### src/verilog/tlb_regs_pkg.sv
// Package of shared constants for the translation buffer control register set.
// Assumes a 64-entry software-refilled buffer and register numbers as decoded by the pipeline.
package tlb_regs_pkg;
	// ==========================================================
	// Register selectors (register number, select)
	// ==========================================================
	localparam logic [7:0] SEL_SLOT = 8'h00;
	localparam logic [7:0] SEL_REPL = 8'h08;
	localparam logic [7:0] SEL_EVEN = 8'h10;
	localparam logic [7:0] SEL_ODD = 8'h18;
	localparam logic [7:0] SEL_PTP = 8'h20;
	localparam logic [7:0] SEL_PSIZE = 8'h28;
	localparam logic [7:0] SEL_GRAIN = 8'h29;
	localparam logic [7:0] SEL_PINNED = 8'h30;
	localparam logic [7:0] SEL_HWGATE = 8'h38;
	localparam logic [7:0] SEL_FAULT = 8'h40;
	localparam logic [7:0] SEL_TALLY = 8'h48;
	localparam logic [7:0] SEL_ALARM = 8'h58;
	// ==========================================================
	// Field layout
	// ==========================================================
	localparam int IDX_W = 6;
	localparam logic [5:0] TOP_ENTRY = 6'h3f;
	localparam int PROBE_FAIL_BIT = 31;
	localparam int WIDE_PHYS_BIT = 29;
	localparam int HWGATE_W = 4;
	localparam int LO_USED_W = 42;
	localparam int VPAIR_LSB = 13;
	localparam int VPAIR_MSB = 31;
	localparam int VPAIR_W = 19;
	localparam int VPAIR_POS = 4;
	localparam int BASE_LSB = 23;
	localparam int MASK_LSB = 13;
	localparam int MASK_MSB = 24;
	localparam int PIPE_IRQ_BIT = 7;
	localparam logic [63:0] ZERO64 = 64'h0;
	localparam logic [31:0] ZERO32 = 32'h0;
	localparam logic [5:0] ZERO6 = 6'h0;
	localparam logic [5:0] ONE6 = 6'h01;
	localparam logic [31:0] ONE32 = 32'h00000001;
endpackage

### src/verilog/repl_pointer.sv
// Replacement pointer: walks down between the pinned boundary and the top entry.
// Assumes one retire pulse per executed instruction from the pipeline.
`timescale 1ns/10ps
module repl_pointer (
	input wire logic i_clock,
	input wire logic i_rst,
	input wire logic i_ce,
	input wire logic i_retire,
	input wire logic i_reload,
	input wire logic [5:0] i_lower,
	output logic [5:0] o_pointer
);
	// ==========================================================
	// Pointer register
	// ==========================================================
	// Reset and reload both put the pointer at the top entry.
	always_ff @(posedge i_clock or posedge i_rst) begin
		if (i_rst) begin
			o_pointer <= tlb_regs_pkg::TOP_ENTRY;
		end else if (i_ce) begin
			if (i_reload) begin
				o_pointer <= tlb_regs_pkg::TOP_ENTRY;
			end else if (i_retire) begin
				if (o_pointer <= i_lower || o_pointer == tlb_regs_pkg::ZERO6) begin
					o_pointer <= tlb_regs_pkg::TOP_ENTRY;
				end else begin
					o_pointer <= o_pointer - tlb_regs_pkg::ONE6;
				end
			end
		end
	end
endmodule

### src/verilog/tlb_mgmt_timer_regs.sv
// Control register set for the translation buffer and the timebase alarm.
// Assumes the pipeline presents move-to/move-from and buffer operations as one-cycle strobes.
`timescale 1ns/10ps
// How it works
// - Probe miss sets flag, hit clears.
// - Low six bits index, top bit probe.
// - Replacement pointer read-only, selects random victim.
// - Pointer decrements after each instruction, wraps to top at boundary.
// - Pointer stays between boundary and 63.
// - Restart loads pointer with top.
// - Boundary write reloads pointer with top.
// - Reset clears pinned boundary.
// - Random writes never pick pinned entries.
// - Even and odd lo carry page pair.
// - Frame field holds address bits 47:12.
// - Global is AND of both bit zeros.
// - Invalid entry hit raises load/store fault.
// - Translation fault writes VA 31:13 into pair field.
// - Size mask excludes VA bits 24:13.
// - Only legal mask codes are defined.
// - Bit 29 selects 48 or 40 bits.
// - Wide enable writable only when supported.
// - Gate implements four user-access bits.
// - Fault address read-only, captures faulting VA.
// - Timebase counts once per two clocks.
// - Equal match raises timer interrupt.
// - Access needs kernel mode or usability.
module tlb_mgmt_timer_regs (
	input wire logic i_clock,
	input wire logic i_rst,
	input wire logic i_ce,
	input wire logic i_kernel_mode,
	input wire logic i_sysco_usable,
	input wire logic i_mt_strobe,
	input wire logic i_mf_strobe,
	input wire logic [7:0] i_reg_sel,
	input wire logic [63:0] i_wdata,
	input wire logic i_retire,
	input wire logic i_wide_phys_support,
	input wire logic i_probe_op,
	input wire logic i_probe_hit,
	input wire logic [5:0] i_probe_slot,
	input wire logic i_read_entry_op,
	input wire logic [63:0] i_rd_even_lo,
	input wire logic [63:0] i_rd_odd_lo,
	input wire logic [31:0] i_rd_size_mask,
	input wire logic i_xlate_valid,
	input wire logic i_xlate_hit,
	input wire logic i_xlate_entry_valid,
	input wire logic i_xlate_store,
	input wire logic i_xlate_refill_miss,
	input wire logic i_addr_error,
	input wire logic [63:0] i_fault_va,
	output logic [63:0] o_rdata,
	output logic o_rvalid,
	output logic o_sysco_unusable,
	output logic o_load_xlate_fault,
	output logic o_store_xlate_fault,
	output logic [5:0] o_write_slot,
	output logic [5:0] o_random_slot,
	output logic o_entry_global,
	output logic [63:0] o_even_page_lo,
	output logic [63:0] o_odd_page_lo,
	output logic [31:0] o_page_size_selector,
	output logic o_wide_phys_enable,
	output logic [3:0] o_user_hwreg_gate,
	output logic o_alarm_hit_flag,
	output logic o_pending_irq7
);
	// ==========================================================
	// Storage
	// ==========================================================
	logic probe_fail_ff; // Probe outcome flag.
	logic [5:0] slot_ff; // Indexed slot.
	logic [63:0] even_lo_ff; // Even page mapping.
	logic [63:0] odd_lo_ff; // Odd page mapping.
	logic [63:0] table_base_ff; // Software-owned table base bits.
	logic [18:0] vpage_pair_ff; // Faulting page pair.
	logic [11:0] size_mask_ff; // Page size mask bits.
	logic wide_phys_ff; // Large address enable.
	logic [5:0] pinned_ff; // Pinned-entry boundary.
	logic [3:0] hwgate_ff; // User hardware-register gate.
	logic [63:0] fault_va_ff; // Last faulting address.
	logic [31:0] tally_ff; // Timebase counter.
	logic [31:0] alarm_ff; // Alarm match value.
	logic half_ff; // Divide-by-two phase.
	logic [5:0] repl_q; // Replacement pointer.
	logic allowed; // Access permitted.
	logic wr; // Qualified write.
	logic rd; // Qualified read.
	logic xlate_fault; // Invalid-entry fault this cycle.
	logic any_fault; // Any captured fault.
	logic [31:0] nxt_tally; // Counter next value.

	// Decode a selector match; callers qualify it with a permitted access.
	function automatic logic hit_sel(input logic [7:0] sel, input logic [7:0] want);
		hit_sel = (sel == want);
	endfunction

	assign allowed = i_kernel_mode | i_sysco_usable;
	assign wr = i_mt_strobe & allowed;
	assign rd = i_mf_strobe & allowed;
	assign xlate_fault = i_xlate_valid & i_xlate_hit & ~i_xlate_entry_valid;
	assign any_fault = xlate_fault | (i_xlate_valid & i_xlate_refill_miss) | i_addr_error;

	// ==========================================================
	// Replacement pointer
	// ==========================================================
	// The boundary write and its reload share one strobe and land on one edge.
	// pointer owned by hardware
	repl_pointer u_repl (
		.i_clock(i_clock),
		.i_rst(i_rst),
		.i_ce(i_ce),
		.i_retire(i_retire),
		.i_reload(wr && hit_sel(i_reg_sel, tlb_regs_pkg::SEL_PINNED)),
		.i_lower(pinned_ff),
		.o_pointer(repl_q)
	);

	// ==========================================================
	// Slot select and probe flag
	// ==========================================================
	// Probe results land here; software may also write the slot.
	always_ff @(posedge i_clock or posedge i_rst) begin
		if (i_rst) begin
			probe_fail_ff <= 1'b0;
			slot_ff <= tlb_regs_pkg::ZERO6;
		end else if (i_ce) begin
			if (i_probe_op) begin
				probe_fail_ff <= ~i_probe_hit;
				if (i_probe_hit) begin
					slot_ff <= i_probe_slot;
				end
			end else if (wr && hit_sel(i_reg_sel, tlb_regs_pkg::SEL_SLOT)) begin
				slot_ff <= i_wdata[tlb_regs_pkg::IDX_W-1:0];
			end
		end
	end

	// ==========================================================
	// Page lo pair and size mask
	// ==========================================================
	// Loaded by software or by a buffer read.
	// Bits above the frame field are dropped, so they always read back as zero.
	always_ff @(posedge i_clock or posedge i_rst) begin
		if (i_rst) begin
			even_lo_ff <= tlb_regs_pkg::ZERO64;
			odd_lo_ff <= tlb_regs_pkg::ZERO64;
			size_mask_ff <= 12'h000;
		end else if (i_ce) begin
			if (i_read_entry_op) begin
				even_lo_ff <= {22'h0, i_rd_even_lo[tlb_regs_pkg::LO_USED_W-1:0]};
				odd_lo_ff <= {22'h0, i_rd_odd_lo[tlb_regs_pkg::LO_USED_W-1:0]};
				size_mask_ff <= i_rd_size_mask[tlb_regs_pkg::MASK_MSB:tlb_regs_pkg::MASK_LSB];
			end else if (wr) begin
				if (hit_sel(i_reg_sel, tlb_regs_pkg::SEL_EVEN)) begin
					even_lo_ff <= {22'h0, i_wdata[tlb_regs_pkg::LO_USED_W-1:0]};
				end
				if (hit_sel(i_reg_sel, tlb_regs_pkg::SEL_ODD)) begin
					odd_lo_ff <= {22'h0, i_wdata[tlb_regs_pkg::LO_USED_W-1:0]};
				end
				if (hit_sel(i_reg_sel, tlb_regs_pkg::SEL_PSIZE)) begin
					size_mask_ff <= i_wdata[tlb_regs_pkg::MASK_MSB:tlb_regs_pkg::MASK_LSB];
				end
			end
		end
	end

	// ==========================================================
	// Page table pointer and fault address
	// ==========================================================
	// Hardware fills the pair field on translation faults and the fault address on any fault.
	always_ff @(posedge i_clock or posedge i_rst) begin
		if (i_rst) begin
			table_base_ff <= tlb_regs_pkg::ZERO64;
			vpage_pair_ff <= 19'h00000;
			fault_va_ff <= tlb_regs_pkg::ZERO64;
		end else if (i_ce) begin
			if (wr && hit_sel(i_reg_sel, tlb_regs_pkg::SEL_PTP)) begin
				table_base_ff <= {i_wdata[63:tlb_regs_pkg::BASE_LSB], 23'h000000};
			end
			if (xlate_fault || (i_xlate_valid && i_xlate_refill_miss)) begin
				vpage_pair_ff <= i_fault_va[tlb_regs_pkg::VPAIR_MSB:tlb_regs_pkg::VPAIR_LSB];
			end
			if (any_fault) begin
				fault_va_ff <= i_fault_va;
			end
		end
	end

	// ==========================================================
	// Pinned boundary, grain and user gate
	// ==========================================================
	// Simple software registers.
	always_ff @(posedge i_clock or posedge i_rst) begin
		if (i_rst) begin
			pinned_ff <= tlb_regs_pkg::ZERO6;
			wide_phys_ff <= 1'b0;
			hwgate_ff <= 4'h0;
		end else if (i_ce) begin
			if (wr && hit_sel(i_reg_sel, tlb_regs_pkg::SEL_PINNED)) begin
				pinned_ff <= i_wdata[tlb_regs_pkg::IDX_W-1:0];
			end
			if (!i_wide_phys_support) begin
				wide_phys_ff <= 1'b0;
			end else if (wr && hit_sel(i_reg_sel, tlb_regs_pkg::SEL_GRAIN)) begin
				wide_phys_ff <= i_wdata[tlb_regs_pkg::WIDE_PHYS_BIT];
			end
			if (wr && hit_sel(i_reg_sel, tlb_regs_pkg::SEL_HWGATE)) begin
				hwgate_ff <= i_wdata[tlb_regs_pkg::HWGATE_W-1:0];
			end
		end
	end

	// ==========================================================
	// Timebase and alarm
	// ==========================================================
	// count every second clock
	assign nxt_tally = half_ff ? tally_ff + tlb_regs_pkg::ONE32 : tally_ff;

	// Counter runs on every other enabled clock; software may load it.
	// A software load restarts the count but leaves the divide phase running.
	always_ff @(posedge i_clock or posedge i_rst) begin
		if (i_rst) begin
			tally_ff <= tlb_regs_pkg::ZERO32;
			half_ff <= 1'b0;
			alarm_ff <= tlb_regs_pkg::ZERO32;
		end else if (i_ce) begin
			half_ff <= ~half_ff;
			if (wr && hit_sel(i_reg_sel, tlb_regs_pkg::SEL_TALLY)) begin
				tally_ff <= i_wdata[31:0];
			end else begin
				tally_ff <= nxt_tally;
			end
			if (wr && hit_sel(i_reg_sel, tlb_regs_pkg::SEL_ALARM)) begin
				alarm_ff <= i_wdata[31:0];
			end
		end
	end

	// Pending flag: a match in the write cycle wins over the clear.
	// Tally and alarm both leave reset at zero, so the flag rises on the first edge.
	// Software writes the alarm once to start from a clean flag.
	always_ff @(posedge i_clock or posedge i_rst) begin
		if (i_rst) begin
			o_alarm_hit_flag <= 1'b0;
			o_pending_irq7 <= 1'b0;
		end else if (i_ce) begin
			if (tally_ff == alarm_ff) begin
				o_alarm_hit_flag <= 1'b1;
				o_pending_irq7 <= 1'b1;
			end else if (wr && hit_sel(i_reg_sel, tlb_regs_pkg::SEL_ALARM)) begin
				o_alarm_hit_flag <= 1'b0;
				o_pending_irq7 <= 1'b0;
			end
		end
	end

	// ==========================================================
	// Buffer-facing outputs and faults
	// ==========================================================
	// Registered copies of the state the buffer array consumes.
	// Each copy lags its register by one edge, so the array sees a software
	// write two edges after the strobe.
	always_ff @(posedge i_clock or posedge i_rst) begin
		if (i_rst) begin
			o_write_slot <= tlb_regs_pkg::ZERO6;
			o_random_slot <= tlb_regs_pkg::TOP_ENTRY;
			o_entry_global <= 1'b0;
			o_even_page_lo <= tlb_regs_pkg::ZERO64;
			o_odd_page_lo <= tlb_regs_pkg::ZERO64;
			o_page_size_selector <= tlb_regs_pkg::ZERO32;
			o_wide_phys_enable <= 1'b0;
			o_user_hwreg_gate <= 4'h0;
			o_load_xlate_fault <= 1'b0;
			o_store_xlate_fault <= 1'b0;
			o_sysco_unusable <= 1'b0;
		end else if (i_ce) begin
			o_write_slot <= slot_ff;
			o_random_slot <= (repl_q < pinned_ff) ? tlb_regs_pkg::TOP_ENTRY : repl_q;
			o_entry_global <= even_lo_ff[0] & odd_lo_ff[0];
			o_even_page_lo <= even_lo_ff;
			o_odd_page_lo <= odd_lo_ff;
			o_page_size_selector <= {7'h00, size_mask_ff, 13'h0000};
			o_wide_phys_enable <= wide_phys_ff;
			o_user_hwreg_gate <= hwgate_ff;
			o_load_xlate_fault <= xlate_fault & ~i_xlate_store;
			o_store_xlate_fault <= xlate_fault & i_xlate_store;
			o_sysco_unusable <= (i_mt_strobe | i_mf_strobe) & ~allowed;
		end
	end

	// ==========================================================
	// Read port
	// ==========================================================
	// Move-from returns one cycle after the strobe; unknown selectors read zero.
	// A refused move-from leaves o_rvalid low and raises the unusable pulse instead.
	always_ff @(posedge i_clock or posedge i_rst) begin
		if (i_rst) begin
			o_rdata <= tlb_regs_pkg::ZERO64;
			o_rvalid <= 1'b0;
		end else if (i_ce) begin
			o_rvalid <= rd;
			o_rdata <= tlb_regs_pkg::ZERO64;
			if (rd) begin
				unique case (i_reg_sel)
					tlb_regs_pkg::SEL_SLOT: o_rdata <= {32'h0, probe_fail_ff, 25'h0, slot_ff};
					tlb_regs_pkg::SEL_REPL: o_rdata <= {58'h0, repl_q};
					tlb_regs_pkg::SEL_EVEN: o_rdata <= even_lo_ff;
					tlb_regs_pkg::SEL_ODD: o_rdata <= odd_lo_ff;
					tlb_regs_pkg::SEL_PTP: o_rdata <= table_base_ff | {41'h0, vpage_pair_ff, 4'h0};
					tlb_regs_pkg::SEL_PSIZE: o_rdata <= {39'h0, size_mask_ff, 13'h0000};
					tlb_regs_pkg::SEL_GRAIN: o_rdata <= {34'h0, wide_phys_ff, 29'h00000000};
					tlb_regs_pkg::SEL_PINNED: o_rdata <= {58'h0, pinned_ff};
					tlb_regs_pkg::SEL_HWGATE: o_rdata <= {60'h0, hwgate_ff};
					tlb_regs_pkg::SEL_FAULT: o_rdata <= fault_va_ff;
					tlb_regs_pkg::SEL_TALLY: o_rdata <= {32'h0, tally_ff};
					tlb_regs_pkg::SEL_ALARM: o_rdata <= {32'h0, alarm_ff};
					default: o_rdata <= tlb_regs_pkg::ZERO64;
				endcase
			end
		end
	end
endmodule

### config.mk
export PLATFORM = sky130hd
export DESIGN_NAME = tlb_mgmt_timer_regs
export DESIGN_NICKNAME = d
export VERILOG_FILES = /design/src/verilog/tlb_regs_pkg.sv /design/src/verilog/repl_pointer.sv /design/src/verilog/tlb_mgmt_timer_regs.sv
export SDC_FILE = /design/constraint.sdc
export NUM_CORES = 1
export LEC_CHECK = 0
export BUFFER_PORTS_ARGS = -buffer_cell sky130_fd_sc_hd__buf_2
export CORE_MARGIN = 2
export CORE_UTILIZATION = 50
export CTS_CLUSTER_SIZE = 28
export DETAILED_ROUTE_END_ITERATION = 8
export PLACE_DENSITY = 0.78
export SLEW_MARGIN = 20
export SYNTH_ARGS = -nofsm -noshare
export SYNTH_HDL_FRONTEND = slang
export SYNTH_HIERARCHICAL = 1
export SYNTH_SLANG_ARGS = --single-unit
### constraint.sdc
create_clock -name i_clock -period 30.1 [get_ports i_clock]
set_input_delay 0 -clock i_clock [delete_from_list [all_inputs] [get_ports i_clock]]
set_output_delay 0 -clock i_clock [all_outputs]
set_load 0.05 [all_outputs]
## Word-level counts from Yosys, hierarchy flattened

Index checks and enable logic that the tools add are counted.

| operators by class | value |
|---|---|
| add/sub/neg operators | 2 |
| order comparisons | 2 |
| equality and inequality tests | 14 |
| multiplexer cells | 24 |
| bitwise operators | 19 |
| reduce and logical (&&, ||, !) cells | 35 |

Operator list:

| cell | number |
|---|---|
| 64-bit one-hot mux with 12 select lines | 1 |
| 64-bit 2-to-1 mux | 7 |
| 32-bit 2-to-1 mux | 2 |
| 64-bit by 23-bit bitwise OR with 64-bit output | 1 |
| 6-bit 2-to-1 mux | 7 |
| 8-bit by 6-bit equality test with 1-bit output (second input constant) | 5 |
| 12-bit 2-to-1 mux | 3 |
| 32-bit by 1-bit adder with 32-bit output (second input constant) | 1 |
| 32-bit equality test | 1 |
| 8-bit by 7-bit equality test with 1-bit output (second input constant) | 3 |
| 2-bit AND reduction | 11 |
| 8-bit by 5-bit equality test with 1-bit output (second input constant) | 2 |
| 2-bit nonzero test | 8 |
| 3-bit AND reduction | 4 |
| 1-bit bitwise AND | 9 |
| 8-bit by 4-bit equality test with 1-bit output (second input constant) | 1 |
| 1-bit logical AND | 8 |
| 8-bit zero test | 1 |
| 6-bit less-or-equal comparator | 1 |
| 6-bit zero test | 1 |
| 6-bit less-than comparator | 1 |
| 6-bit by 1-bit subtractor with 6-bit output (second input constant) | 1 |
| 1-bit inverter | 5 |
| 1-bit 2-to-1 mux | 4 |
| 3 further kinds | 8 |

| word-level totals | value |
|---|---|
| register bits after elaboration | 580 |
| logic and storage cells | 125 |

## Logic depth before layout (Yosys ltp)

Gate-level depths: netlist of run 1.

| logic depth | value |
|---|---|
| word-level depth | 5 |
| mapped depth | 10 |
| gate-level depth less buffers | 7 |

## Modules after synthesis

The synthesis of run 1 kept the hierarchy.

By module, submodules not included:

| module | instances | cells an instance | area an instance (µm²) | sequential area each (µm²) |
|---|---|---|---|---|
| tlb_mgmt_timer_regs | 1 | 1957 | 22420.3 | 12169.2 |
| repl_pointer | 1 | 62 | 540.5 | 157.7 |

## Worst setup path after synthesis of run 1

No wires, ideal clock.

| timing | value |
|---|---|
| path kind | register to register |
| start | register tally_ff[7] |
| end | register tally_ff[24] |
| setup time | 0.121 ns |
| arrival time | 1.846 ns |
| slack | 28.133 ns |
| cell stages (with the launch flop) | 7 |
| buffers on the path | 1 |
| period minus slack after synthesis | 1.967 ns |
| cells stage by stage | dfrtp_1 clkbuf_1 nand3_1 nor4_2 and2_1 a31oi_1 o22a_1 |

| between the ends | value |
|---|---|
| longest elaborated chain between the ends | 3 |

RTL lines:

| what | line | RTL |
|---|---|---|
| start: declaration | tlb_mgmt_timer_regs.sv:84 | `logic [31:0] tally_ff;` |
| start signal: assignment | tlb_mgmt_timer_regs.sv:226 | `tally_ff <= tlb_regs_pkg::ZERO32;` |
| start signal: assignment | tlb_mgmt_timer_regs.sv:232 | `tally_ff <= i_wdata[31:0];` |
| start signal: assignment | tlb_mgmt_timer_regs.sv:234 | `tally_ff <= nxt_tally;` |
| 32-bit by 1-bit adder with 32-bit output | tlb_mgmt_timer_regs.sv:220 | `assign nxt_tally = half_ff ? tally_ff + tlb_regs_pkg::ONE32 : tally_ff;` |
| 32-bit 2-to-1 mux | tlb_mgmt_timer_regs.sv:220 |  |
| 32-bit 2-to-1 mux | tlb_mgmt_timer_regs.sv:231 | `if (wr && hit_sel(i_reg_sel, tlb_regs_pkg::SEL_TALLY)) begin` |

No other way between the ends. The select of a mux whose other input is x is not followed.
A chain may end at the register's enable or synchronous reset.

## Worst setup path after layout of run 1

| timing | value |
|---|---|
| start | input port i_ce |
| end | register even_lo_ff[19] |

| between the ends | value |
|---|---|
| longest elaborated chain between the ends | 1 |

RTL lines:

| what | line | RTL |
|---|---|---|
| start: declaration | tlb_mgmt_timer_regs.sv:31 | `input wire logic i_ce,` |
| 3-bit AND reduction (no source line) | n/a |  |
| end signal: assignment | tlb_mgmt_timer_regs.sv:148 | `even_lo_ff <= tlb_regs_pkg::ZERO64;` |
| end signal: assignment | tlb_mgmt_timer_regs.sv:153 | `even_lo_ff <= {22'h0, i_rd_even_lo[tlb_regs_pkg::LO_USED_W-1:0]};` |
| end signal: assignment | tlb_mgmt_timer_regs.sv:158 | `even_lo_ff <= {22'h0, i_wdata[tlb_regs_pkg::LO_USED_W-1:0]};` |
| end: declaration | tlb_mgmt_timer_regs.sv:75 | `logic [63:0] even_lo_ff;` |

No other way between the ends.

==> results list, run 1 <==
- Result of the run: completed
* Pin count of the biggest net entering global routing: around 170
* Pre-CTS setup slack: roughly 27 ns
- Initial Util: 50.6%
- The synthesized netlist devotes less than 1% of its cell area to adder and majority cells.
- TritonCTS built the clock tree.
- From bottom edge to top edge, the die measures around 220 um.
- # Max-Cap Violations: 0
- Of the total synthesized cell area, the portion taken by XOR and XNOR cells is between 1 and 1.5%.
- Worst-path clk slew: about 0.060 ns
* Worst slew pin tran: ~1.2 ns
- In this run the register-to-register setup slack is 27.58 ns.
* Max-slew violation count: 0
- Die span in x: around 220 um
- Relative slew slack: 22.8%
- Post-DR wirelength/cell: roughly 25 um
- Hold/Removal Path Class: primary input to async pin
- Clock insertion delay at the later pin of the skew report: roughly 0.61 ns
- The final critical path takes up approximately 8.8% of the cycle.
- Number of iterations in the first detailed-routing pass: 8
* GRT Util Overall: approximately a third
- Average vias per placed instance: 6.11
- Type of the setup path with the least slack: primary input to flip-flop
- Routed wire length: roughly 82 mm
* Final RePlAce weighted congestion: 0.920
- Post-synth top area share: approximately 52%
* Area occupied by multi-input gates: 9760 sq um
- After synthesis, the share of cell area in mux cells is between 10% and 20%.
- Final worst-path setup slack: 27.45 ns
- In this run, post-CTS hold repair placed 280 buffers.
- Total number of clock tree sinks: 492
- Counting flops and latches in the post-synthesis netlist gives approximately 500.
* Number of DRC markers after the initial detailed-route iteration: roughly 2000
- sky130_fd_sc_hd__dfrtp_1 takes more of the synthesized area than any other cell.
* Root buffer selected by CTS: sky130_fd_sc_hd__clkbuf_16
- Required time of the critical path: ~31 ns
* Count of unresolved DRC violations after routing: 0
- At the worst endpoint, the arrival time is approximately 3.2 ns.
- The die covers approximately 48000 sq um.
* Area grow syn2layout: 30.6%
- Cells with a size suffix above 1 make up approximately a third of the layout.
* Register-to-Register Path Depth: 6
* Critical register-to-register path endpoint: tally_ff[10]
* Setup Viol. Count Final: 0
- Hold Vio Cnt, Final: 0
* Total of warnings raised by yosys: 6
* Reg-to-Reg Start: tally_ff[0]
- Buffers added on ports: around 440
* Commonest register cell after synthesis: sky130_fd_sc_hd__dfrtp_1
- The synthesized design contains 0 enable-type register cells.
- Buffers inserted during clock tree synthesis total 52.
- Power spread over the standard cell area amounts to approximately 64 nW/um^2.
- Number of H-tree levels: 2
- Worst-case clock buffer depth: 3
* Syn Area/Cell: 11.4 sq um
* Routed Antenna Nets: 0
- Area taken by flip-flops and latches: 12300 sq um
* Gate count after technology mapping: about 2000
- Final critical path time including I/O delays and setup: 2.65 ns
- Sequential cells were found to cover a little over half of the synthesized design area.
- Largest clock skew in the final design: approximately 0.021 ns
* First-pass GRT wire length: around 120 mm
- Number of primary I/O pins: between 500 and 600
- Final HPWL DP: around 51 mm
* Antenna violations before repair: 6
- For this run the aggregate overflow at the end of global routing stands at 0.
- Dominant combinational cell family by area after synthesis: compound AO/OA/AOI/OAI gates
- Share of flip-flops with an asynchronous set or reset: 100%
- Count of distinct cell types in the synthesized netlist: 70
- Std-Cell Core Area: about 45000 sq um
* Unrepaired setup endpoints after global routing: false
- Post-CTS timing repair inserted 0 buffers for setup.
* Critical path fanouts, max: 52
- Total Negative Setup Slacks: 0 ns
- Number of global-route vias before repair: 20897
- Fill cell instance count of the final layout: between 3000 and 4000
* Synthesized-area fraction occupied by ao, oa, aoi and oai cells: 16.2%
* Number of nets in the final layout: about 3000
- On the final layout, the worst hold slack is ~0.057 ns.
* Worst ir drop on vdd: approximately 0.053 mV
- Critical path endpoint category: flip-flop
* Leak pwr: between 0.01 and 0.015 uW
- CP Launch Type: primary input
* Site Rows: a little under 80
- Cell area after synthesis: 23000 sq um
- Number of instances resized during post-cts repair: 0
- Synth area leaders: sky130_fd_sc_hd__dfrtp_1 (52%), sky130_fd_sc_hd__mux2_2 (13%), sky130_fd_sc_hd__a21oi_1 (5.0%)
* Simple logic cell fraction of the synthesized area: around 8.1%
- For this run, the top clock speed supported by timing is between 300 and 400 MHz.
* Overall via count from detail_route: about 20000
==> layout by cell type, fill, tap and decap left out, drive strengths merged, types with 5 or more instances in the layout <==
master,instances
diode,5
conb,64
o22ai,11
o22a,19
nand2,80
xor2,21
a21oi,229
clkinv,10
a2bb2oi,5
nor3,23
nor2b,43
a22oi,47
a22o,50
and2,9
dfrtp,480
and3,9
nor4,13
o21ai,42
mux2,268
xnor2,12
inv,36
a32oi,6
clkbuf,72
a31oi,23
o2bb2ai,27
dfstp,12
mux2i,34
a222oi,43
dlygate4sd3,280
nand3,24
ha,14
buf,471
nor2,146
nand4,17
o32a,6
==> routing by layer <==
metal  up-vias  GRT usage (%)  wire [um]
met2      1308           55.2      38500
met3       338           8.73       7850
met1      9991           42.1      30900
met4         4           19.0       4920
met5         -              0         26
li1       8610              -          -
==> worst max-delay path: stages <==
cell	delay, ns
sky130_fd_sc_hd__dlygate4sd3_1	0.54
sky130_fd_sc_hd__buf_6	0.38
sky130_fd_sc_hd__inv_2	0.41
sky130_fd_sc_hd__nor2_4	0.79
sky130_fd_sc_hd__buf_4	0.68
sky130_fd_sc_hd__nor2_1	0.12
sky130_fd_sc_hd__a21oi_1	0.17
==> layout make-up <==
class / instances / share of cell area (%)
Multi-Input combinational cell: 1345 / 32.5
Inverter: 31 / 0.413
Timing Repair Buffer: 751 / 17.6
Sequential cell: 492 / 41.1
Clock buffer: 72 / 5.06
Antenna cell: 5 / 0.0417
Tap cell: 600 / 2.50
Clock inverter: 20 / 0.751
==> flip-flops by register name (all words and copies together), names as in the netlist, 4 cells and up <==
register / flops
alarm_ff: 32
even_lo_ff: 42
fault_va_ff: 64
hwgate_ff: 4
o_even_page_lo: 42
o_odd_page_lo: 42
o_page_size_selector: 12
o_random_slot: 6
o_rdata: 64
o_user_hwreg_gate: 4
o_write_slot: 6
odd_lo_ff: 42
pinned_ff: 6
size_mask_ff: 12
slot_ff: 6
table_base_ff: 41
tally_ff: 32
u_repl/o_pointer: 6
vpage_pair_ff: 19
==> cell usage after synthesis, types with 12 or more instances <==
| cell | instances |
|---|---|
| sky130_fd_sc_hd__dfstp_2 | 12 |
| sky130_fd_sc_hd__nor2_1 | 142 |
| sky130_fd_sc_hd__a22oi_1 | 47 |
| sky130_fd_sc_hd__a22o_1 | 50 |
| sky130_fd_sc_hd__nor3_1 | 22 |
| sky130_fd_sc_hd__dfrtp_1 | 480 |
| sky130_fd_sc_hd__inv_1 | 31 |
| sky130_fd_sc_hd__ha_1 | 14 |
| sky130_fd_sc_hd__o22a_1 | 19 |
| sky130_fd_sc_hd__buf_4 | 66 |
| sky130_fd_sc_hd__nand3_1 | 24 |
| sky130_fd_sc_hd__clkbuf_1 | 90 |
| sky130_fd_sc_hd__a21oi_1 | 228 |
| sky130_fd_sc_hd__a222oi_1 | 43 |
| sky130_fd_sc_hd__buf_1 | 16 |
| sky130_fd_sc_hd__nand2_1 | 80 |
| sky130_fd_sc_hd__o2bb2ai_1 | 27 |
| sky130_fd_sc_hd__o21ai_0 | 34 |
| sky130_fd_sc_hd__mux2i_1 | 34 |
| sky130_fd_sc_hd__a31oi_1 | 23 |
| sky130_fd_sc_hd__nand4_1 | 17 |
| sky130_fd_sc_hd__xnor2_1 | 12 |
| sky130_fd_sc_hd__mux2_2 | 268 |
| sky130_fd_sc_hd__xor2_1 | 21 |
| sky130_fd_sc_hd__buf_2 | 41 |
| sky130_fd_sc_hd__nor2b_1 | 43 |
==> per-stage QoR <==
stage	cells	util (%)	cell area [sq um]	power, uW
4_1_cts	3310	66.0	29900	1900
3_5_place_dp	2938	56.0	25400	1220
6_report	3316	66.1	30000	1910
2_1_floorplan	2082	-	23200	1090
5_1_grt	3312	66.0	30000	1980
3_3_place_gp	2938	56.0	25400	1200
==> worst max-delay path by stage <==
stage	from	end	slack, ns	depth (start not counted)
2_1_floorplan	i_rst	alarm_ff[0]	16.55	1
3_3_place_gp	i_reg_sel[6]	o_rdata[29]	27.09	7
3_5_place_dp	i_reg_sel[6]	o_rdata[29]	27.01	7
4_1_cts	tally_ff[0]	tally_ff[30]	27.26	6
5_1_grt	i_ce	even_lo_ff[24]	27.36	7
6_report	i_ce	even_lo_ff[19]	27.45	7
==> logic make-up after synthesis <==
group | Yosys count
AOI/OAI and AO/OA | 547
DFF | 492
and+or+nand+nor | 385
muxes | 302
buffers and inverters | 245
xor gates and xnor gates | 33
adders and majority gates | 14
other | 1
==> where the power goes <==
part | switching (uW) | total, uW | internal [uW] | leakage, uW
Sequential | 78.6 | 825 | 746 | 0.00601
Combinational | 279 | 426 | 146 | 0.00681
Clock | 277 | 664 | 386 | 0.000866
No activity file was read; power rests on OpenSTA's default activity.
==> run 2, diff against run 1 <==
--- a/config.mk
+++ b/config.mk
@@ -7,10 +7,10 @@
 export LEC_CHECK = 0
 export BUFFER_PORTS_ARGS = -buffer_cell sky130_fd_sc_hd__buf_2
 export CORE_MARGIN = 2
-export CORE_UTILIZATION = 50
+export CORE_UTILIZATION = 49
 export CTS_CLUSTER_SIZE = 28
 export DETAILED_ROUTE_END_ITERATION = 8
-export PLACE_DENSITY = 0.78
+export PLACE_DENSITY = 0.79
 export SLEW_MARGIN = 20
 export SYNTH_ARGS = -nofsm -noshare
 export SYNTH_HDL_FRONTEND = slang
==> constraint.sdc (replaced) <==
create_clock -name i_clock -period 2.3 [get_ports i_clock]
set_input_delay 0 -clock i_clock [delete_from_list [all_inputs] [get_ports i_clock]]
set_output_delay 0 -clock i_clock [all_outputs]
set_load 0.05 [all_outputs]
==> results list, run 2 (same netlist as run 1, synthesis figures left out) <==
- Post-DR wirelength/cell: 25.5 um (was 24.8 um)
- Chip height: 220 um (was 218 um)
- Number of H-tree levels: 2 (unchanged)
- The total DRC errors in the routed layout came to 0 (unchanged).
- Crit-path most repeated cell: sky130_fd_sc_hd__buf_4
- Share of final-layout standard cells stronger than drive strength 1: 32.7% (was 32.1%)
- The root buffer selected by CTS is sky130_fd_sc_hd__clkbuf_16 (unchanged).
- The leakage power summed over all cells is 0.0140 uW (was 0.0137 uW).
- Largest clock skew in the final design: 0.0322 ns (was 0.0209 ns)
- Initial Util: 49.5% (was 50.6%)
- The kind of cell adding the most delay to the critical path was buffers and inverters (unchanged).
- Cell Count, Final, Fillers Out: 3375 (was 3316)
- Cell-by-cell trace of the critical path: buf_2 > buf_4 > nor4_2 > buf_4 > nand3_1 > o21ai_0 > buf_4 > a21oi_1 > a31oi_1 > dlygate4sd3_1 (was dlygate4sd3_1 > buf_6 > inv_2 > nor2_4 > buf_4 > nor2_1 > a21oi_1).
- Average vias per placed instance: 6.19 (was 6.11)
- Clock insertion delay at the later pin of the skew report: 0.61 ns (about the same)
* Buffering stage count on the worst path with inverters included: 5 (was 4)
- Number of buffers created by CTS: 51 (was 52)
- The overall via count from detail_route is 20898 (was 20251).
- The critical path data required time was 2.83 ns (was 30.61 ns).
* Unrepaired setup endpoints after global routing: false (unchanged)
- Power density over the cells: 821 nW/um^2 (was 63.8 nW/um^2)
- The global-route total usage across every layer came to 35.0% (was 34.2%).
* Worst slew pin tran: 1.09 ns (was 1.16 ns)
* Final RePlAce weighted congestion: 0.909 (was 0.920)
* Worst ir drop on vdd: 0.748 mV (was 0.0533 mV)
- The net count reported at finish was 3065 (was 3007).
- Routed Antenna Nets: 0 (unchanged)
* CP Launch Type: primary input (unchanged)
* Std-Cell Core Area: 46400 sq um (was 45400 sq um)
- Number of iterations in the first detailed-routing pass: 8 (unchanged)
- The die outline area came to 48600 sq um (was 47700 sq um).
* Critical path endpoint category: flip-flop (unchanged)
- The number of max-slew violations in the final report was 0 (unchanged).
* Standard cell with the maximum stage delay on the critical path: sky130_fd_sc_hd__nor4_2 (was sky130_fd_sc_hd__nor2_4)
- Buffers added on ports: 439 (unchanged)
- The buffer depth of the longest clock path is 3 (unchanged).
- Commonest cells after routing, fill and taps aside: sky130_fd_sc_hd__dfrtp_1 (480), sky130_fd_sc_hd__buf_2 (437), sky130_fd_sc_hd__dlygate4sd3_1 (294), sky130_fd_sc_hd__mux2_2 (268), sky130_fd_sc_hd__a21oi_1 (228) (was sky130_fd_sc_hd__dfrtp_1 (480), sky130_fd_sc_hd__buf_2 (437), sky130_fd_sc_hd__dlygate4sd3_1 (280), sky130_fd_sc_hd__mux2_2 (268), sky130_fd_sc_hd__a21oi_1 (228)).
* DP Cell Count: 2991 (was 2938)
- The first-iteration detailed-routing DRC count was 2502 (was 2037).
- Final HPWL DP: 53.6 mm (was 50.6 mm)
- The layout overhead on the synthesized area is 33.3% (was 30.6%).
- CTS tree: done (unchanged)
- The count of boundary I/O pins is 568 (unchanged).
- Antenna violations before repair: 3 (was 6)
- The number of setup violations in the final report is 0 (unchanged).
- The highest net fanout along the worst path came to 12 (was 52).
- The maximum cell stage delay along the critical path came to 0.65 ns (was 0.79 ns).
- Die span in x: 220 um (was 218 um)
- Relative slew slack: 27.4% (was 22.8%)
- The clock edge transition at the registers on the reported setup and hold paths came to 0.06 ns (about the same).
- Leading cell type in the layout, fill and taps excluded: sky130_fd_sc_hd__dfrtp_1 (unchanged)
- The worst path arrival time is 2.71 ns (was 3.16 ns).
- Number of instances resized during post-cts repair: 0 (unchanged)
- First-pass GRT wire length: 128 mm (was 124 mm)
* Final worst path period share: roughly 95%
- Result of the run: completed (unchanged)
- The floorplan row count came to 79 (was 78).
- Registers with the highest flip-flop counts: fault_va_ff x64, o_rdata x64 (unchanged).
- The TritonCTS sink count is 492 (unchanged).
- The via count of the first global-routing pass came to 21321 (was 20897).
* # Max-Cap Violations: 0 (unchanged)
* Type of the setup path with the least slack: primary input to flip-flop (unchanged)
- Peak Freq: around 460 MHz
* GRT Residual Overflow: 0 (unchanged)
- The largest net degree at the start of global routing was 108 (was 168).
- Final critical path time including I/O delays and setup: 2.18 ns
- Hold/Removal Path Class: primary input to async pin (unchanged)
- The detailed-route wire length came to 86.1 mm (was 82.2 mm).
* Hold Vio Cnt, Final: 0 (unchanged)
* Total Negative Setup Slacks: 0 ns (unchanged)
-- run 2: changes by cell type in the layout (fill, tap and decap cells not counted), sizes merged --
| cell | previous run | this run |
|---|---|---|
| clkinvlp | 1 | 2 |
| buf | 471 | 516 |
| inv | 36 | 32 |
| diode | 5 | 2 |
| clkinv | 10 | 6 |
| dlygate4sd3 | 280 | 294 |
| clkbuf | 72 | 75 |
-- run 2: report_power, final --
group	total, uW	switching [uW]	internal (uW)
Sequential	10800	1030	9760
Clock	8550	3620	4920
Combinational	5800	3760	2050
Total	25100	8410	16700
-- run 2: path summary, 6_finish.rpt --
path	cells past startpoint	startpoint	slack, ns	end
max in group asynchronous	4	i_rst	1.18	odd_lo_ff[8]
worst max register to register	5	tally_ff[7]	0.16	tally_ff[19]
worst min-delay path	3	i_rst	0.08	alarm_ff[0]
worst min register to register	1	half_ff	0.49	half_ff
min in group i_clock	4	i_read_entry_op	0.10	even_lo_ff[38]
worst max-delay path	10	i_reg_sel[5]	0.12	slot_ff[0]
-- run 2: final cells by class --
class                      instances  area [sq um]
timing repair buffer             810          5960
antenna                            2          5.00
clock buffer                      75          1490
sequential                       492         12300
multi-input combinational       1345          9750
fill                            3290         15700
clock inverter                    13           198
inverter                          31           121
tap                              607           759
-- run 2: timing repair --
action                                 CTS  global route
endpoints found under the hold margin  509             0
hold buffers                           294             0
buffers inserted                         0             0
-- run 2: layer usage --
metal	routed length (um)	share of wire (%)	GRT usage (%)	up-vias
met1	31300	36	43.3	10345
met5	13	0.015	0	-
met3	8830	10	8.98	338
met2	40800	47	56.5	1505
met4	5060	5.9	18.7	2
li1	-	-	-	8708
-- run 2: worst reg2reg max path, delay by kind of cell (launching register included) --
family,cells,cell delay [ns]
simple gates,3,1.04
flops,1,0.56
compound gates,2,0.44
-- run 2: metrics by stage --
| stage | utilization, % | total power [uW] | area (sq um) | setup WS, ns | hold slack [ns] |
|---|---|---|---|---|---|
| floorplan | - | 14300 | 23200 | -4.28 | -0.000977 |
| global placement | 56.0 | 15900 | 26000 | 0.121 | 0.0925 |
| detailed placement | 56.0 | 16000 | 26000 | 0.0594 | 0.104 |
| CTS | 66.0 | 24900 | 30600 | 0.209 | 0.00644 |
| global route | 66.0 | 26000 | 30600 | 0.00113 | 0.0758 |
| finish | 66.0 | 25100 | 30600 | 0.116 | 0.0802 |
==> run 3, diff against run 2 <==
--- a/config.mk
+++ b/config.mk
@@ -10,7 +10,7 @@
 export CORE_UTILIZATION = 49
 export CTS_CLUSTER_SIZE = 28
 export DETAILED_ROUTE_END_ITERATION = 8
-export PLACE_DENSITY = 0.79
+export PLACE_DENSITY = 0.77
 export SLEW_MARGIN = 20
 export SYNTH_ARGS = -nofsm -noshare
 export SYNTH_HDL_FRONTEND = slang
==> results list, run 3 (same netlist as run 1, synthesis figures left out) <==
* Result of the run: completed (unchanged)
- The HPWL after detailed placement was 53.5 mm (was 53.6 mm).
* Average vias per placed instance: 6.07 (was 6.19)
* Std-Cell Core Area: 46400 sq um (unchanged)
- Count of unresolved DRC violations after routing: 0 (unchanged)
- The highest net fanout along the worst path is 33 (was 12).
- The overall via count from detail_route was 20622 (was 20898).
* Post-DR wirelength/cell: 24.6 um (was 25.5 um)
* Number of buffers created by CTS: 52 (was 51)
* Internal power component: 17000 uW (was 16700 uW)
- Leading cell type in the layout, fill and taps excluded: sky130_fd_sc_hd__dfrtp_1 (unchanged)
- The final worst clock skew is 0.0264 ns (was 0.0322 ns).
* Final worst path period share: 92.2% (was 95.0%)
- Unrepaired setup endpoints after global routing: false (unchanged)
* Final RePlAce weighted congestion: 0.912 (was 0.909)
- Number of iterations in the first detailed-routing pass: 7 (was 8)
* Number of global-route vias before repair: 20729 (was 21321)
- Buffers added on ports: 439 (unchanged)
- The fraction of final layout cells sized beyond drive strength 1 is 33.1% (was 32.7%).
* Worst slew pin tran: 1.02 ns (was 1.09 ns)
* Number of hold buffers added after CTS: 301 (was 294)
- Number of primary I/O pins: 568 (unchanged)
- The class of the tightest hold or removal check is primary input to flip-flop (was primary input to async pin).
- Clock insertion delay at the later pin of the skew report: 0.61 ns (about the same)
- Routed wire length: 83.6 mm (was 86.1 mm)
* Max-slew violation count: 0 (unchanged)
- Peak Freq: 471 MHz (was 458 MHz)
* Hold Vio Cnt, Final: 0 (unchanged)
* Number of nets in the final layout: 3082 (was 3065)
* DIE AREA: 48600 sq um (unchanged)
* Leak pwr: 0.0141 uW (was 0.0140 uW)
* Relative slew slack: 31.8% (was 27.4%)
- The clock tree from TritonCTS was done (unchanged).
* Power, Total: 25300 uW (was 25100 uW)
* Root buffer selected by CTS: sky130_fd_sc_hd__clkbuf_16 (unchanged)
- The ratio of total power to cell area is 818 nW/um^2 (was 821 nW/um^2).
- Area grow syn2layout: 34.8% (was 33.3%)
- The switching portion of total power was 33.1% (was 33.4%).
- Antenna violations before repair: 6 (was 3)
- The largest net degree at the start of global routing was 85 (was 108).
* First-pass GRT wire length: 124 mm (was 128 mm)
* Die span in x: 220 um (unchanged)
* Final critical path time including I/O delays and setup: 2.12 ns (was 2.18 ns)
* Pre-CTS setup slack: 0.191 ns (was 0.0594 ns)
- Number of instances resized during post-cts repair: 0 (unchanged)
- The part of the total power dissipated in combinational logic was 22.9% (was 23.1%).
* # Max-Cap Violations: 0 (unchanged)
- Type of the setup path with the least slack: primary input to flip-flop (unchanged)
- The endpoint kind of the worst setup timing path is a flip-flop (unchanged).
* GRT Util Overall: 33.6% (was 35.0%)
* Routed Antenna Nets: 0 (unchanged)
- The first-iteration detailed-routing DRC count was 2141 (was 2502).
- The share of the core filled with cells was 66.8% (was 66.0%).
* Chip height: 220 um (unchanged)
* Initial Util: 49.5% (unchanged)
- Commonest cells after routing, fill and taps aside: sky130_fd_sc_hd__dfrtp_1 (480), sky130_fd_sc_hd__buf_2 (437), sky130_fd_sc_hd__dlygate4sd3_1 (301), sky130_fd_sc_hd__mux2_2 (268), sky130_fd_sc_hd__a21oi_1 (228) (was sky130_fd_sc_hd__dfrtp_1 (480), sky130_fd_sc_hd__buf_2 (437), sky130_fd_sc_hd__dlygate4sd3_1 (294), sky130_fd_sc_hd__mux2_2 (268), sky130_fd_sc_hd__a21oi_1 (228))
* Worst ir drop on vdd: 0.757 mV (was 0.748 mV)
* Clock share of power: 34.6% (was 34.0%)
* Net load switching power: 8370 uW (was 8410 uW)
- Setup Viol. Count Final: 0 (unchanged)
- Total number of clock tree sinks: 492 (unchanged)
* Fill cell instance count of the final layout: 3175 (was 3290)
- Registers with the highest flip-flop counts: fault_va_ff x64, o_rdata x64 (unchanged).
- The clock edge transition at the registers on the reported setup and hold paths was 0.06 ns (about the same).
- The total global routing overflow is 0 (unchanged).
- The final worst setup slack came to 0.179 ns (was 0.116 ns).
* Number of H-tree levels: 2 (unchanged)
* CP Launch Type: primary input (unchanged)
- The worst path arrival time was 2.64 ns (was 2.71 ns).
- Sequential share of power: 42.5% (was 42.9%)
* Post-CTS setup repair buffer count: 0 (unchanged)
* Site Rows: 79 (unchanged)
- The critical path data required time came to 2.82 ns (was 2.83 ns).
* Worst-case clock buffer depth: 3 (unchanged)
## run 3: cell count changes in the layout (fill, tap and decap cells not counted), sizes merged
cell         before  now
inv              32   29
clkinvlp          2    3
clkbuf           75   77
clkinv            6   14
buf             516  525
dlygate4sd3     294  301
## run 3: power groups by stage
stage | clock network (uW) | logic [uW] | registers [uW]
3_5_place_dp | 0 | 5210 | 10800
3_3_place_gp | 0 | 5110 | 10800
4_1_cts | 8830 | 5690 | 10700
2_1_floorplan | 0 | 2460 | 11900
6_report | 8770 | 5810 | 10800
5_1_grt | 9260 | 6150 | 10900
## run 3: critical path: stages
cell and delay, ns:
sky130_fd_sc_hd__dlygate4sd3_1 0.55, sky130_fd_sc_hd__buf_6 0.21, sky130_fd_sc_hd__clkinv_2 0.12, sky130_fd_sc_hd__buf_4 0.47, sky130_fd_sc_hd__buf_4 0.42, sky130_fd_sc_hd__nand2_1 0.12, sky130_fd_sc_hd__o31ai_1 0.09, sky130_fd_sc_hd__dlygate4sd3_1 0.61
## run 3: layer usage
metal,vias to the layer above,wire length [um],global-route usage (%)
li1,8750,-,-
met1,10256,31600,42.5
met2,1344,40500,55.7
met3,264,7940,7.78
met4,8,3550,14.1
met5,-,53,0
## run 3: final cells by class
type	count	area [sq um]	area share, %
diodes	2	5.00	0.0162
clock inverters	19	245	0.792
multi-input cells	1345	9750	31.5
repair buffers	826	6200	20.0
inverters	31	121	0.392
flip-flops and latches	492	12300	39.8
clock buffers	77	1550	4.99
well taps	607	759	2.45
## run 3: stage by stage
stage / setup TNS, ns / instance area, sq um / hold slack (ns) / instances
4_1_cts: 0 / 30900 / 0.0841 / 3397
2_1_floorplan: -2070.90 / 23200 / -0.000977 / 2082
3_5_place_dp: 0 / 26100 / 0.212 / 3000
3_3_place_gp: 0 / 26100 / 0.204 / 3000
6_report: 0 / 31000 / 0.151 / 3399
5_1_grt: 0 / 31000 / 0.144 / 3399
## run 3: final timing paths
path / from / endpoint / slack [ns] / cells past startpoint
hold / removal: i_fault_va[3] / fault_va_ff[3] / 0.15 / 3
max in group asynchronous: i_rst / o_even_page_lo[22] / 1.27 / 4
hold reg to reg: o_even_page_lo[23] / o_even_page_lo[23] / 0.50 / 1
setup reg to reg: tally_ff[0] / tally_ff[19] / 0.21 / 5
min in group asynchronous: i_rst / u_repl/o_pointer[4] / 0.16 / 3
setup / recovery: i_ce / o_load_xlate_fault / 0.18 / 8
